`config.mk`:
```
export PLATFORM = sky130hd
export DESIGN_NAME = program_flow_control
export DESIGN_NICKNAME = d
export VERILOG_FILES = /design/src/flow_pkg.sv /design/src/sub_flags.sv /design/src/program_flow_control.sv
export SDC_FILE = /design/constraint.sdc
export NUM_CORES = 1
export LEC_CHECK = 0
export BUFFER_PORTS_ARGS = -buffer_cell sky130_fd_sc_hd__buf_2
export CAP_MARGIN = 10
export CORE_MARGIN = 1.5
export CORE_UTILIZATION = 54
export DETAILED_ROUTE_END_ITERATION = 10
export PLACE_DENSITY = 0.95
export SYNTH_ARGS = -nofsm -noshare
export SYNTH_HDL_FRONTEND = slang
export SYNTH_SLANG_ARGS = --single-unit
```
`constraint.sdc`:
```
create_clock -name mclk -period 4.2 [get_ports mclk]
set_clock_uncertainty 0.05 [all_clocks]
set_input_delay 0.63 -clock mclk [delete_from_list [all_inputs] [get_ports mclk]]
set_output_delay 0.63 -clock mclk [all_outputs]
set_load 0.05 [all_outputs]
```
`src/flow_pkg.sv`:
```
// Shared constants and types for the program-flow execution block
package flow_pkg;

    // ==========================================================
    // Widths
    localparam int PC_W    = 13;                  // Program space address width
    localparam int SP_W    = 8;                   // Stack pointer width
    localparam int DATA_W  = 8;                   // Working register width
    localparam int STACK_W = 16;                  // One stack entry, two bytes
    localparam int FLAG_W  = 4;

    // ==========================================================
    // Flag positions in the flag word
    localparam int FLAG_ZERO = 0;
    localparam int FLAG_CARRY = 1;
    localparam int FLAG_HALF = 2;                 // half_borrow_flag
    localparam int FLAG_WRAP = 3;                 // signed_wrap_flag

    // ==========================================================
    // Steps and reset values
    localparam logic [PC_W-1:0]    PC_STEP     = 13'h0001;
    localparam logic [SP_W-1:0]    SP_STEP     = 8'h02;
    localparam logic [PC_W-1:0]    PC_RESET    = 13'h0000;
    localparam logic [SP_W-1:0]    SP_RESET    = 8'h00;
    localparam logic [DATA_W-1:0]  DATA_RESET  = 8'h00;
    localparam logic [STACK_W-1:0] STACK_RESET = 16'h0000;
    localparam logic [FLAG_W-1:0]  FLAG_RESET  = 4'h0;

    // ==========================================================
    // Operations handed over by the instruction decoder
    typedef enum logic [3:0] {
        OP_NONE,                                  // Any one-cycle instruction not handled here
        OP_CMP_IMM,                               // Compare with immediate, skip if equal
        OP_CMP_MEM,                               // Compare with data byte, skip if equal
        OP_CALL,
        OP_JUMP,
        OP_RET_VAL,                               // Load immediate, then return
        OP_RET,
        OP_RETI,
        OP_PCADD
    } op_t;

endpackage

```
`src/sub_flags.sv`:
```
// Eight-bit subtractor that yields the four arithmetic flags of a minus b
`timescale 1ns/1ps

module sub_flags (
    input  wire logic [7:0] minuend,           // Working register value
    input  wire logic [7:0] subtrahend,        // Immediate or data byte
    output logic            zero,              // Difference is zero
    output logic            carry,             // Borrow out of bit 7
    output logic            half_borrow_flag,  // Borrow out of bit 3
    output logic            signed_wrap_flag   // Signed overflow
);

    logic [8:0] diff_full;
    logic [4:0] diff_low;

    // ==========================================================
    // Borrow chain; extra top bit carries the borrow out
    always_comb begin
        diff_full        = {1'b0, minuend} - {1'b0, subtrahend};
        diff_low         = {1'b0, minuend[3:0]} - {1'b0, subtrahend[3:0]};
        zero             = (diff_full[7:0] == 8'h00);
        carry            = diff_full[8];
        half_borrow_flag = diff_low[4];
        // Wrap only when operand signs differ and the result sign flips from the minuend
        signed_wrap_flag = (minuend[7] ^ subtrahend[7]) & (minuend[7] ^ diff_full[7]);
    end

endmodule

```
`src/program_flow_control.sv`:
```
// Execution of compare-and-skip and control-transfer instructions
// What this block does
// - Compare immediate: skip if equal, set flags
// - Compare data byte: skip if equal, set flags
// - Call pushes next address, jumps, stack up two
// - Jump loads any target, flags untouched
// - Return-with-value loads working register, then returns
// - Return: stack down two, reload counter
// - Interrupt return resumes and enables interrupts
// - Computed jump adds working register to counter
// - Transfers take two cycles, others one
// - Compare-skip takes two cycles only when skipping
`timescale 1ns/1ps

module program_flow_control (
    input  wire logic                                mclk,             // System clock, 50 MHz
    input  wire logic                                rst,              // Asynchronous reset, active high
    input  wire logic                                exec_valid,       // Decoder offers an instruction
    output logic                                     exec_ready,       // Block takes the offered instruction
    input  wire flow_pkg::op_t                       exec_op,          // Decoded operation
    input  wire logic [flow_pkg::DATA_W-1:0]         exec_imm,         // Immediate operand
    input  wire logic [flow_pkg::PC_W-1:0]           exec_target,      // Jump or call target
    input  wire logic [flow_pkg::DATA_W-1:0]         mem_data,         // Addressed data byte
    input  wire logic [flow_pkg::DATA_W-1:0]         working_register, // Current working register
    input  wire logic [flow_pkg::PC_W-1:0]           program_counter,  // Address of this instruction
    input  wire logic [flow_pkg::SP_W-1:0]           stack_pointer,    // Current stack pointer
    output logic                                     stack_we,         // Write one stack entry
    output logic                                     stack_re,         // Read one stack entry
    output logic [flow_pkg::SP_W-1:0]                stack_addr,       // Stack entry address
    output logic [flow_pkg::STACK_W-1:0]             stack_wdata,      // Entry written
    input  wire logic [flow_pkg::STACK_W-1:0]        stack_rdata,      // Entry read, same cycle
    output logic                                     pc_load,          // Load program counter
    output logic [flow_pkg::PC_W-1:0]                pc_value,         // New program counter
    output logic                                     sp_load,          // Load stack pointer
    output logic [flow_pkg::SP_W-1:0]                sp_value,         // New stack pointer
    output logic                                     acc_we,           // Write working register
    output logic [flow_pkg::DATA_W-1:0]              acc_value,        // Working register value
    output logic                                     flag_we,          // Write the four flags
    output logic [flow_pkg::FLAG_W-1:0]              flags_out,        // Flag word
    output logic                                     gie_set,          // Set global interrupt enable
    output logic                                     skip_pulse        // A skip was decided
);

    typedef enum logic [1:0] {ST_READY, ST_BUSY, ST_SUPPRESS} state_t;

    state_t                       state_q, state_d;
    logic                         stack_we_q, stack_we_d, stack_re_q, stack_re_d;
    logic [flow_pkg::SP_W-1:0]    stack_addr_q, stack_addr_d;
    logic [flow_pkg::STACK_W-1:0] stack_wdata_q, stack_wdata_d;
    logic                         pc_load_q, pc_load_d, from_stack_q, from_stack_d;
    logic [flow_pkg::PC_W-1:0]    pc_value_q, pc_value_d;
    logic                         sp_load_q, sp_load_d;
    logic [flow_pkg::SP_W-1:0]    sp_value_q, sp_value_d;
    logic                         acc_we_q, acc_we_d;
    logic [flow_pkg::DATA_W-1:0]  acc_value_q, acc_value_d;
    logic                         flag_we_q, flag_we_d;
    logic [flow_pkg::FLAG_W-1:0]  flags_q, flags_d;
    logic                         gie_q, gie_d, skip_q, skip_d;
    logic [flow_pkg::DATA_W-1:0]  cmp_operand;
    logic                         f_zero, f_carry, f_half, f_wrap;
    logic                         take;
    logic                         long_op;

    // ==========================================================
    // Compare operand and flag arithmetic
    assign cmp_operand = (exec_op == flow_pkg::OP_CMP_IMM) ? exec_imm : mem_data;

    sub_flags u_sub (
        .minuend          (working_register),
        .subtrahend       (cmp_operand),
        .zero             (f_zero),
        .carry            (f_carry),
        .half_borrow_flag (f_half),
        .signed_wrap_flag (f_wrap)
    );

    // A busy cycle refuses; a suppress cycle accepts and drops
    assign exec_ready = (state_q != ST_BUSY);
    assign take       = exec_valid && exec_ready;
    assign long_op    = exec_op inside {flow_pkg::OP_CALL, flow_pkg::OP_JUMP, flow_pkg::OP_RET_VAL,
                                        flow_pkg::OP_RET, flow_pkg::OP_RETI, flow_pkg::OP_PCADD};

    // ==========================================================
    // Next-state and effect decode
    always_comb begin
        state_d       = state_q;
        stack_we_d    = 1'b0;
        stack_re_d    = 1'b0;
        stack_addr_d  = stack_addr_q;
        stack_wdata_d = stack_wdata_q;
        pc_load_d     = 1'b0;
        from_stack_d  = 1'b0;
        pc_value_d    = pc_value_q;
        sp_load_d     = 1'b0;
        sp_value_d    = sp_value_q;
        acc_we_d      = 1'b0;
        acc_value_d   = acc_value_q;
        flag_we_d     = 1'b0;
        flags_d       = flags_q;
        gie_d         = 1'b0;
        skip_d        = 1'b0;
        unique case (state_q)
            ST_BUSY: begin
                state_d = ST_READY;
            end
            ST_SUPPRESS: begin
                // Skipped instruction is consumed with no effect at all
                if (exec_valid) begin
                    state_d = ST_READY;
                end
            end
            ST_READY: begin
                if (exec_valid) begin
                    if (long_op) begin
                        state_d = ST_BUSY;
                    end
                    unique case (exec_op)
                        flow_pkg::OP_CMP_IMM, flow_pkg::OP_CMP_MEM: begin
                            flag_we_d                     = 1'b1;
                            flags_d[flow_pkg::FLAG_ZERO]  = f_zero;
                            flags_d[flow_pkg::FLAG_CARRY] = f_carry;
                            flags_d[flow_pkg::FLAG_HALF]  = f_half;
                            flags_d[flow_pkg::FLAG_WRAP]  = f_wrap;
                            if (f_zero) begin
                                skip_d  = 1'b1;
                                state_d = ST_SUPPRESS;
                            end
                        end
                        flow_pkg::OP_CALL: begin
                            stack_we_d    = 1'b1;
                            stack_addr_d  = stack_pointer;
                            stack_wdata_d = {{(flow_pkg::STACK_W-flow_pkg::PC_W){1'b0}},
                                             program_counter + flow_pkg::PC_STEP};
                            sp_load_d     = 1'b1;
                            sp_value_d    = stack_pointer + flow_pkg::SP_STEP;
                            pc_load_d     = 1'b1;
                            pc_value_d    = exec_target;
                        end
                        flow_pkg::OP_JUMP: begin
                            pc_load_d  = 1'b1;
                            pc_value_d = exec_target;
                        end
                        flow_pkg::OP_RET_VAL, flow_pkg::OP_RET, flow_pkg::OP_RETI: begin
                            // Pointer drops first; the entry below it holds the return address
                            sp_load_d    = 1'b1;
                            sp_value_d   = stack_pointer - flow_pkg::SP_STEP;
                            stack_re_d   = 1'b1;
                            stack_addr_d = stack_pointer - flow_pkg::SP_STEP;
                            pc_load_d    = 1'b1;
                            from_stack_d = 1'b1;
                            if (exec_op == flow_pkg::OP_RET_VAL) begin
                                acc_we_d    = 1'b1;
                                acc_value_d = exec_imm;
                            end
                            if (exec_op == flow_pkg::OP_RETI) begin
                                gie_d = 1'b1;
                            end
                        end
                        flow_pkg::OP_PCADD: begin
                            pc_load_d  = 1'b1;
                            pc_value_d = program_counter + {{(flow_pkg::PC_W-flow_pkg::DATA_W){1'b0}},
                                                            working_register};
                        end
                        flow_pkg::OP_NONE: begin
                        end
                        default: begin
                            // Unused operation codes act as a one-cycle no-op
                        end
                    endcase
                end
            end
        endcase
    end

    // ==========================================================
    // State registers
    always_ff @(posedge mclk or posedge rst) begin
        if (rst) begin
            state_q       <= ST_READY;
            stack_we_q    <= 1'b0;
            stack_re_q    <= 1'b0;
            stack_addr_q  <= flow_pkg::SP_RESET;
            stack_wdata_q <= flow_pkg::STACK_RESET;
            pc_load_q     <= 1'b0;
            from_stack_q  <= 1'b0;
            pc_value_q    <= flow_pkg::PC_RESET;
            sp_load_q     <= 1'b0;
            sp_value_q    <= flow_pkg::SP_RESET;
            acc_we_q      <= 1'b0;
            acc_value_q   <= flow_pkg::DATA_RESET;
            flag_we_q     <= 1'b0;
            flags_q       <= flow_pkg::FLAG_RESET;
            gie_q         <= 1'b0;
            skip_q        <= 1'b0;
        end else begin
            state_q       <= state_d;
            stack_we_q    <= stack_we_d;
            stack_re_q    <= stack_re_d;
            stack_addr_q  <= stack_addr_d;
            stack_wdata_q <= stack_wdata_d;
            pc_load_q     <= pc_load_d;
            from_stack_q  <= from_stack_d;
            pc_value_q    <= pc_value_d;
            sp_load_q     <= sp_load_d;
            sp_value_q    <= sp_value_d;
            acc_we_q      <= acc_we_d;
            acc_value_q   <= acc_value_d;
            flag_we_q     <= flag_we_d;
            flags_q       <= flags_d;
            gie_q         <= gie_d;
            skip_q        <= skip_d;
        end
    end

    // ==========================================================
    // Outputs; return address passes straight from the stack read to save a cycle
    assign stack_we    = stack_we_q;
    assign stack_re    = stack_re_q;
    assign stack_addr  = stack_addr_q;
    assign stack_wdata = stack_wdata_q;
    assign pc_load     = pc_load_q;
    assign pc_value    = from_stack_q ? stack_rdata[flow_pkg::PC_W-1:0] : pc_value_q;
    assign sp_load     = sp_load_q;
    assign sp_value    = sp_value_q;
    assign acc_we      = acc_we_q;
    assign acc_value   = acc_value_q;
    assign flag_we     = flag_we_q;
    assign flags_out   = flags_q;
    assign gie_set     = gie_q;
    assign skip_pulse  = skip_q;
endmodule

```
# ---- Word-level counts from Yosys, hierarchy flattened
# Cells that the tools add are included.
dict set report word_totals {
  ff_bits 64
  inputBits 81
  output_inout_bits 66
  word_cells 91
}
dict set report op_classes {
  n_addsub 6
  eq_ne 13
  muxes 38
  n_bitwise 3
  n_reduce_logical 16
}
# op n
set ops {}
lappend ops {{case mux 8 bit (2 select lines)} 2}
lappend ops {{2-to-1 mux 1 bit} 27}
lappend ops {{case mux 13 bit (2 select lines)} 1}
lappend ops {{equality test 4 x 3 -> 1 bit (second input constant)} 4}
lappend ops {{adder 13 x 1 -> 13 bit (second input constant)} 1}
lappend ops {{adder 13 x 8 -> 13 bit} 1}
lappend ops {{2-to-1 mux 13 bit} 1}
lappend ops {{AND reduction 3 bit} 4}
lappend ops {{2-to-1 mux 2 bit} 5}
lappend ops {{subtractor 8 x 8 -> 9 bit} 1}
lappend ops {{adder 8 x 2 -> 8 bit (second input constant)} 1}
lappend ops {{equality test 4 x 2 -> 1 bit (second input constant)} 2}
lappend ops {{logical NOT 8 bit} 1}
lappend ops {{2-to-1 mux 8 bit} 1}
lappend ops {{subtractor 8 x 2 -> 8 bit (second input constant)} 1}
lappend ops {{case mux 2 bit (3 select lines)} 1}
lappend ops {{nonzero test 6 bit} 1}
lappend ops {{OR reduction 6 bit} 1}
lappend ops {{subtractor 4 x 4 -> 5 bit} 1}
lappend ops {{equality test 4 x 1 -> 1 bit (second input constant)} 1}
lappend ops {{equality test 4 bit (second input constant)} 1}
lappend ops {{!= test 2 bit (second input constant)} 2}
lappend ops {{AND reduction 4 bit} 1}
lappend ops {{nonzero test 2 bit} 2}
lappend ops {{other kinds (10)} 12}

# ---- Depth between registers and ports, before layout
# Gate-level depths: netlist of run 1.
dict set report logic_depth {
  depth_word 8
  ltp_mapped 13
  ltp_nobuf 12
}

# ---- Hierarchy
# A second synthesis of run 1 with hierarchy kept.
dict set report unflattened {
  cells_unflattened 454
  area_unflattened_um2 4093.9
}
# module n_inst cells_each area_each_um2 seq_area_each_um2
set modules_own_cells {}
lappend modules_own_cells {program_flow_control 1 401 3702.3 1576.5}
lappend modules_own_cells {sub_flags 1 53 391.6 0.0}

# ---- Least setup slack after synthesis of run 1
# OpenSTA, ideal clock, no wires.
dict set report synth_path {
  kind {input to register}
  start {in exec_op[1]}
  end {reg state_q[1]}
  setup_time_ns 0.063
  arrival_ns 3.353
  t_required_ns 4.087
  setup_slack_ns 0.734
  stages 11
  path_buffers 1
  cell_sequence {buf_2 -> nand2b_1 -> nor3_2 -> mux2_2 -> ha_1 -> inv_1 -> fa_1 -> nor4b_1 -> o2111ai_1 -> nor4_2 -> or2_2}
}
dict set report synth_via {
  elab_chain_cells 8
  elab_cells_between_ends 18
  classes_between {add/sub: 1; eq/ne: 8; mux: 6; reduce/logical: 3}
}
# element line_no
set synth_lines {}
lappend synth_lines {{start: declaration} program_flow_control.sv:20} ;# input wire flow_pkg::op_t exec_op,
lappend synth_lines {{equality test 4 x 1 -> 1 bit} {program_flow_control.sv:66, program_flow_control.sv:117}}
lappend synth_lines {{2-to-1 mux 8 bit} program_flow_control.sv:66} ;# assign cmp_operand = (exec_op == flow_pkg::OP_CMP_IMM) ? exec_imm : mem_data;
lappend synth_lines {{subtractor 8 x 8 -> 9 bit} sub_flags.sv:19} ;# diff_full = {1'b0, minuend} - {1'b0, subtrahend};
lappend synth_lines {{logical NOT 8 bit} sub_flags.sv:21} ;# zero = (diff_full[7:0] == 8'h00);
lappend synth_lines {{2-to-1 mux 2 bit} program_flow_control.sv:124} ;# if (f_zero) begin
lappend synth_lines {{2-to-1 mux 2 bit *} program_flow_control.sv:117} ;# unique case (exec_op)
lappend synth_lines {{2-to-1 mux 2 bit *} program_flow_control.sv:113} ;# if (exec_valid) begin
lappend synth_lines {{case mux 2 bit (3 select lines) *} program_flow_control.sv:102} ;# unique case (state_q)
lappend synth_lines {{end signal: assignment} program_flow_control.sv:196} ;# state_q <= state_d;
lappend synth_lines {{end: declaration} program_flow_control.sv:46} ;# state_t state_q, state_d;
# Every way passes the cells marked *; elsewhere a longest branch is shown, timed or not. The select of a mux whose other input is x is not followed.
# A chain may end at the register's enable or synchronous reset.

# ---- Worst setup path in the final report of run 1
# Ends and elaborated chain as after synthesis.

==> metrics.md, run 1 <==
| Metric | Value |
|---|---|
| Die width | 88.6 um |
| Commonest cells post-synth | nand2_1 (69), dfrtp_1 (63), nor2_1 (41) |
| Cell taking the most area after synthesis | dfrtp_1 |
| Gr usage total | 0.282 |
| #FFs+latches synth | 63 |
| First-pass GRT wire length | 16900 um |
| Max-slew violations | 0 |
| Num CTS Buffers | 9 |
| Yosys top cell area share | 0.398 |
| Antenna diodes | 0 |
| Clock Sinks | 63 |
| Filler Cells Inserted | 570 |
| Critical Path AT | 3.28 ns |
| R2R cell count | 6 |
| Synth Area in Compound Gates | 0.148 |
| Setup TNS | 0 ns |
| CP startpoint kind | input port |
| Nets | 688 |
| Layout cells sized above 1 | 0.310 |
| Seq pwr share | 0.337 |
| Synth top area cells | dfrtp_1 (40%), ha_1 (6.6%), nand2_1 (6.5%) |
| Register Area | 1580 um2 |
| Fin crit share | 0.725 |
| Logic gate share of total power | 0.423 |
| Main synth FF type | dfrtp_1 |
| CTS tree | yes |
| Synth Area in Simple Gates | 0.212 |
| MaxCap Viol Count | 0 |
| Clk pwr share | 0.240 |
| Post-synthesis adder-cell area fraction | 0.0765 |
| Clock latency on the worst-skew pair | 0.34 ns |
| First-pass iteration count of the detailed router | 4 |
| Final HPWL DP | 8140 um |
| Placed Area | 4720 um2 |
| Total of cells resized after clock tree synthesis | 0 |
| Final min period | 3.05 ns |
| Root buf cell | clkbuf_8 |
| Status | finished clean |
| Top Ports | between 100 and 150 |
| Max Fanout on Critical Path | 8 |
| Sequential area share after synthesis | 0.398 |
| FFs w/ async S/R, synth | 1.00 |
| Row cnt | 31 |
| Vias in the first global route | ~3.6k |
| Die ar. | 7850 um2 |
| Largest net degree at the start of global routing | 34 |
| Initial antenna violation count | 0 |
| Hold-fix buffers, CTS | 0 |
| Total Wirelength | between 10000 and 15000 um |
| Switching part of the total | 0.438 |
| Depth of the CTS H-tree | 3 |
| Final core utilization | 0.688 |
| DR vias/cell | 5.53 |
| Critical path, cell by cell | buf_2, nand2b_1, nor3_2, buf_4, mux2i_1, fa_1, nor4b_1, o2111ai_1, nor4_2, or2_2 |
| Starting Density | 0.552 |
| Avg WL per Cell | 15.3 um |
| Worst VDD drop | 0.328 mV |
| Syn Std Cell Area | 3960 um2 |
| Cell variety after synth | 53 |
| Antenna viol nets, final | 0 |
| Count leader, synth | nand2_1 |
| Clock slew at reported path FFs | approximately 0.070 ns |
| Worst path required time | 4.44 ns |
| Final Power | approximately 2.4 mW |
| Syn Inst Count | ~450 |
| Final instance area | a little under 5000 um2 |
| Clock Path Buffers | 2 |
| Core Area | 7180 um2 |
| Critical path class | input port to flip-flop |
| Synthesized area per cell | 8.88 um2 |
| Leak | 2.48 nW |
| Total gr overflow | 0 |
| Power Internal | 1.35 mW |
| Fin. Hold Viols | 0 |
| I/O Buffers | between 100 and 150 |
| Syn. warnings | 0 |
| FMAX | ~0.33 GHz |
| Post-Synth XOR/XNOR Area | 0.0664 |
| Post-synthesis mux area share | 0.0601 |
| GP Congestion | around 0.9 |
| P&R area growth vs syn | 24.6% |
| Post-CTS setup buffers | 0 |
| Crit. End Element | flip-flop |
| RSZ-0062 raised after global routing | no |
| Worst path max stage delay | 0.48 ns |
| Total number of vias | 3796 |
| Largest family of logic cells by synthesized area | simple AND/OR/NAND/NOR gates |
| Hold WC Path Type | input port to asynchronous set/reset pin |
| Slowest-stage cell, CP | nor4_2 |
| Power Dens Cells | 487 nW/um2 |
| # setup viols final | 0 |
| Worst-Margin Slew | 1.09 ns |
| Worst slew margin | 0.268 |
| Area occupied by multi-input gates | 2240 um2 |
| Sw Pwr | 1.05 mW |
| DRT iter0 DRCs | 170 |
| Worst Setup Slack, final | 1.15 ns |
| Number of remaining DRC errors | 0 |
| Die Span Y | 88.6 um |
| Number of synthesized flops with an enable pin | 0 |
| Dpl ws | 0.812 ns |
cell type report:
cell class | instances | share of cell area
multi-input combinational | 352 | 0.454
sequential | 63 | 0.320
timing repair buffer | 144 | 0.148
clock buffer | 11 | 0.0287
tap | 99 | 0.0251
clock inverter | 4 | 0.0142
inverter | 14 | 0.0107
layer usage:
| layer | vias to the layer above | share of wire | global-route usage |
|---|---|---|---|
| met5 | - | 0 | 0 |
| met4 | 0 | 0.036 | 0.155 |
| met3 | 33 | 0.057 | 0.0541 |
| met2 | 169 | 0.48 | 0.459 |
| met1 | 1765 | 0.42 | 0.352 |
| li1 | 1829 | - | - |
cells in the final DEF, fill, tap and decap left out, types with 4 or more instances in the layout:
master	n
and3_1	7
nor2b_1	4
mux2_2	14
clkbuf_8	10
buf_2	140
dfrtp_1	63
nor3_1	9
xor2_1	15
a21oi_1	34
o21a_1	7
mux2i_1	8
nand3_1	19
a21o_1	4
nand4_1	5
nor2_1	41
xnor2_1	15
inv_1	11
buf_4	4
nand2_1	69
o21ai_0	29
nand2b_1	7
ha_1	21
metrics by stage:
step           hold slack (ns)  instances
2_1_floorplan            0.395        448
3_3_place_gp             0.395        672
3_5_place_dp             0.403        672
4_1_cts                  0.366        687
5_1_grt                  0.400        687
6_report                 0.328        687
flip-flops by register name, indices dropped and copies added, names as in the netlist:
register      cells
from_stack_q      1
acc_value         8
stack_addr        8
pc_load           1
sp_load           1
stack_wdata      13
acc_we            1
state_q           2
flags_out         4
flag_we           1
sp_value          7
stack_we          1
skip_pulse        1
gie_set           1
pc_value_q       13
path summary, 6_finish.rpt:
check | start | endpoint | slack (ns)
min in group mclk | sp_value[1] | sp_value[1] | 0.42
min | rst | sp_load | 0.33
max in group asynchronous | rst | pc_value_q[5] | 2.88
max | exec_op[1] | state_q[1] | 1.15
min reg2reg | sp_value[1] | sp_value[1] | 0.42
max reg2reg | state_q[0] | state_q[1] | 2.05
logic make-up after synthesis:
group,after synthesis
AND/OR/NAND/NOR,177
adder cells (fa/ha/maj),23
XOR/XNOR,30
multiplexers,22
AO/OA/AOI/OAI,97
other,1
buffers and inverters,33
flip-flops,63
power by group through the flow:
stage | registers [mW] | logic [mW] | clock network (mW)
after floorplan | 1.14 | 0.436 | 0
after global placement | 0.811 | 0.986 | 0
after detailed placement | 0.818 | 1.01 | 0
after CTS | 0.809 | 1.02 | 0.583
after global routing | 0.823 | 1.09 | 0.615
final | 0.810 | 1.02 | 0.577
worst max-delay path, delay by kind of cell:
| family | cells | cell delay (ns) |
|---|---|---|
| multiplexers | 1 | 0.33 |
| AO/OA/AOI/OAI | 1 | 0.17 |
| buffers and inverters | 2 | 0.36 |
| AND/OR/NAND/NOR | 5 | 1.31 |
| adder cells (fa/ha/maj) | 1 | 0.47 |
Power figures use the tool's default switching activity.
==> inputs of run 2 (changes only) <==
CORE_UTILIZATION = 50   (was 54)
PLACE_DENSITY = 0.92   (was 0.95)
clock period = 3.05 ns   (was 4.2 ns; I/O delays follow)
==> run 2 against run 1 <==
  * Sequential share of layout area shrank 0.49 points
  * Global-route usage decreased by 2.6 points
  * Final area increased by 1.6%
  * Sequential cell count did not move
  * Critical path depth unchanged
  * Utilization down 3.6 points
  * Cell count up 1.5%
  * Sequential power up 38%
  * Largest power group unchanged
==> metrics.md, run 2 (synthesis results as in run 1) <==
| Metric | Value |
|---|---|
| Status | finished clean |
| Commonest non-fill, non-tap cell in the layout | buf_2 |
| P&R area growth vs syn | 26.6% |
| GP Congestion | 0.914 (+1.8%) |
| Worst VDD drop | 0.376 mV (+15%) |
| Number of remaining DRC errors | 0 (unchanged) |
| Critical path class | input port to flip-flop |
| Power Dens Cells | 658 nW/um2 (+35%) |
| Core Area | 7690 um2 (+7.1%) |
| # setup viols final | 0 (unchanged) |
| First-pass GRT wire length | 17100 um (+1.6%) |
| Starting Density | 0.515 (-0.0367) |
| Vias in the first global route | 3678 (+2.5%) |
| Die width | 92.0 um (+3.8%) |
| Hold-fix buffers, CTS | 0 (unchanged) |
| Nets | 694 (+0.87%) |
| Worst slew margin | 0.373 (+0.105) |
| Total gr overflow | 0 (unchanged) |
| Depth of the CTS H-tree | 3 (unchanged) |
| Die Span Y | 92.0 um (+3.8%) |
| Hold Slack | 0.269 ns (-0.0583 ns) |
| Worst path required time | 3.29 ns (-1.15 ns) |
| First-pass iteration count of the detailed router | 5 (+1) |
| Post-CTS setup buffers | 0 (unchanged) |
| Final instance area | 5010 um2 (+1.6%) |
| DR vias/cell | 5.46 (-1.2%) |
| Clock Path Buffers | 2 (unchanged) |
| DRT iter0 DRCs | 195 (+15%) |
| Num CTS Buffers | 9 (unchanged) |
| Max Fanout on Critical Path | 3 (-5) |
| Setup TNS | 0 ns (unchanged) |
| RSZ-0062 raised after global routing | no |
| Fin. Hold Viols | 0 (unchanged) |
| Leak | 2.52 nW (+1.6%) |
| Gr usage total | 0.256 (-0.0260) |
| CTS tree | yes |
| Hold WC Path Type | input port to asynchronous set/reset pin |
| Filler Cells Inserted | 630 (+11%) |
| Placed instance count | 681 (+1.3%) |
| Register Area | 1580 um2 (unchanged) |
| Total Wirelength | 10500 um (+0.34%) |
| Critical Path AT | 3.03 ns (-0.25 ns) |
| Final Power | 3.30 mW (+37%) |
| Root buf cell | clkbuf_8 |
| Die ar. | 8460 um2 (+7.7%) |
| Final HPWL DP | 8200 um (+0.69%) |
| Top Ports | 147 (unchanged) |
| Row cnt | 32 (+3.2%) |
| Antenna diodes | 0 (unchanged) |
| Final min period | 2.79 ns |
| Layout Cells excl Fill | 697 (+1.5%) |
| Area occupied by multi-input gates | 2270 um2 (+1.4%) |
| MaxCap Viol Count | 0 (unchanged) |
| FMAX | 0.358 GHz |
| Layout cells sized above 1 | 0.326 (+0.0165) |
| Placed Area | 4800 um2 (+1.7%) |
| Antenna viol nets, final | 0 (unchanged) |
| Fin crit share | 0.916 |
| Total number of vias | 3804 (+0.21%) |
| CP startpoint kind | input port |
| Crit. End Element | flip-flop |
| Initial antenna violation count | 0 (unchanged) |
| I/O Buffers | 140 (unchanged) |
| Clock Sinks | 63 (unchanged) |
| Avg WL per Cell | 15.1 um (-1.1%) |
| Total of cells resized after clock tree synthesis | 0 (unchanged) |
| Max-slew violations | 0 (unchanged) |
| Clock slew at reported path FFs | 0.07 ns (about the same) |
| Most frequent cells in the layout | buf_2 (140), nand2_1 (69), dfrtp_1 (63) |
| Clock latency on the worst-skew pair | 0.34 ns (about the same) |
| Largest net degree at the start of global routing | 46 (+35%) |
| Worst-Margin Slew | 0.939 ns (-0.151 ns) |
[run 2: worst max-delay path: stages]
cell       delay, ns
buf_2           0.10
nand2b_4        0.14
nor3_4          0.26
buf_4           0.19
mux2i_1         0.33
fa_2            0.51
nor4b_2         0.27
o2111ai_1       0.18
nor4_2          0.40
or2_4           0.18
[run 2: power by group]
part           internal, mW  total (mW)  switching [mW]
registers              1.01        1.12           0.104
clock network         0.442       0.773           0.331
logic                 0.381        1.41            1.03
[run 2: metal layers]
metal,global-route usage,share of wire,wire (um)
met5,0,0,0
met1,0.329,0.43,4570
met4,0.126,0.029,304
met2,0.413,0.48,5030
met3,0.0464,0.061,639
[run 2: path summary, 6_finish.rpt]
kind	depth (start not counted)	endpoint	startpoint	slack, ns
max	10	state_q[1]	exec_op[1]	0.26
min	2	stack_addr[0]	rst	0.27
max reg2reg	6	state_q[1]	state_q[0]	0.98
min reg2reg	2	sp_value[1]	sp_value[1]	0.42
max in group asynchronous	3	stack_wdata[5]	rst	1.89
min in group mclk	3	acc_value[6]	exec_imm[6]	0.27
[run 2: cell type report]
| class | count | area share |
|---|---|---|
| clock buffers | 13 | 0.0337 |
| clock inverters | 3 | 0.00799 |
| inverters | 14 | 0.0105 |
| multi-input cells | 352 | 0.453 |
| flip-flops and latches | 63 | 0.315 |
| well taps | 102 | 0.0255 |
| repair buffers | 150 | 0.155 |
[run 2: per-stage QoR]
stage	util	setup slack, ns
2_1_floorplan	-	0.00622
3_3_place_gp	0.625	0.0740
3_5_place_dp	0.625	-0.0374
4_1_cts	0.652	0.308
5_1_grt	0.652	0.135
6_report	0.652	0.258
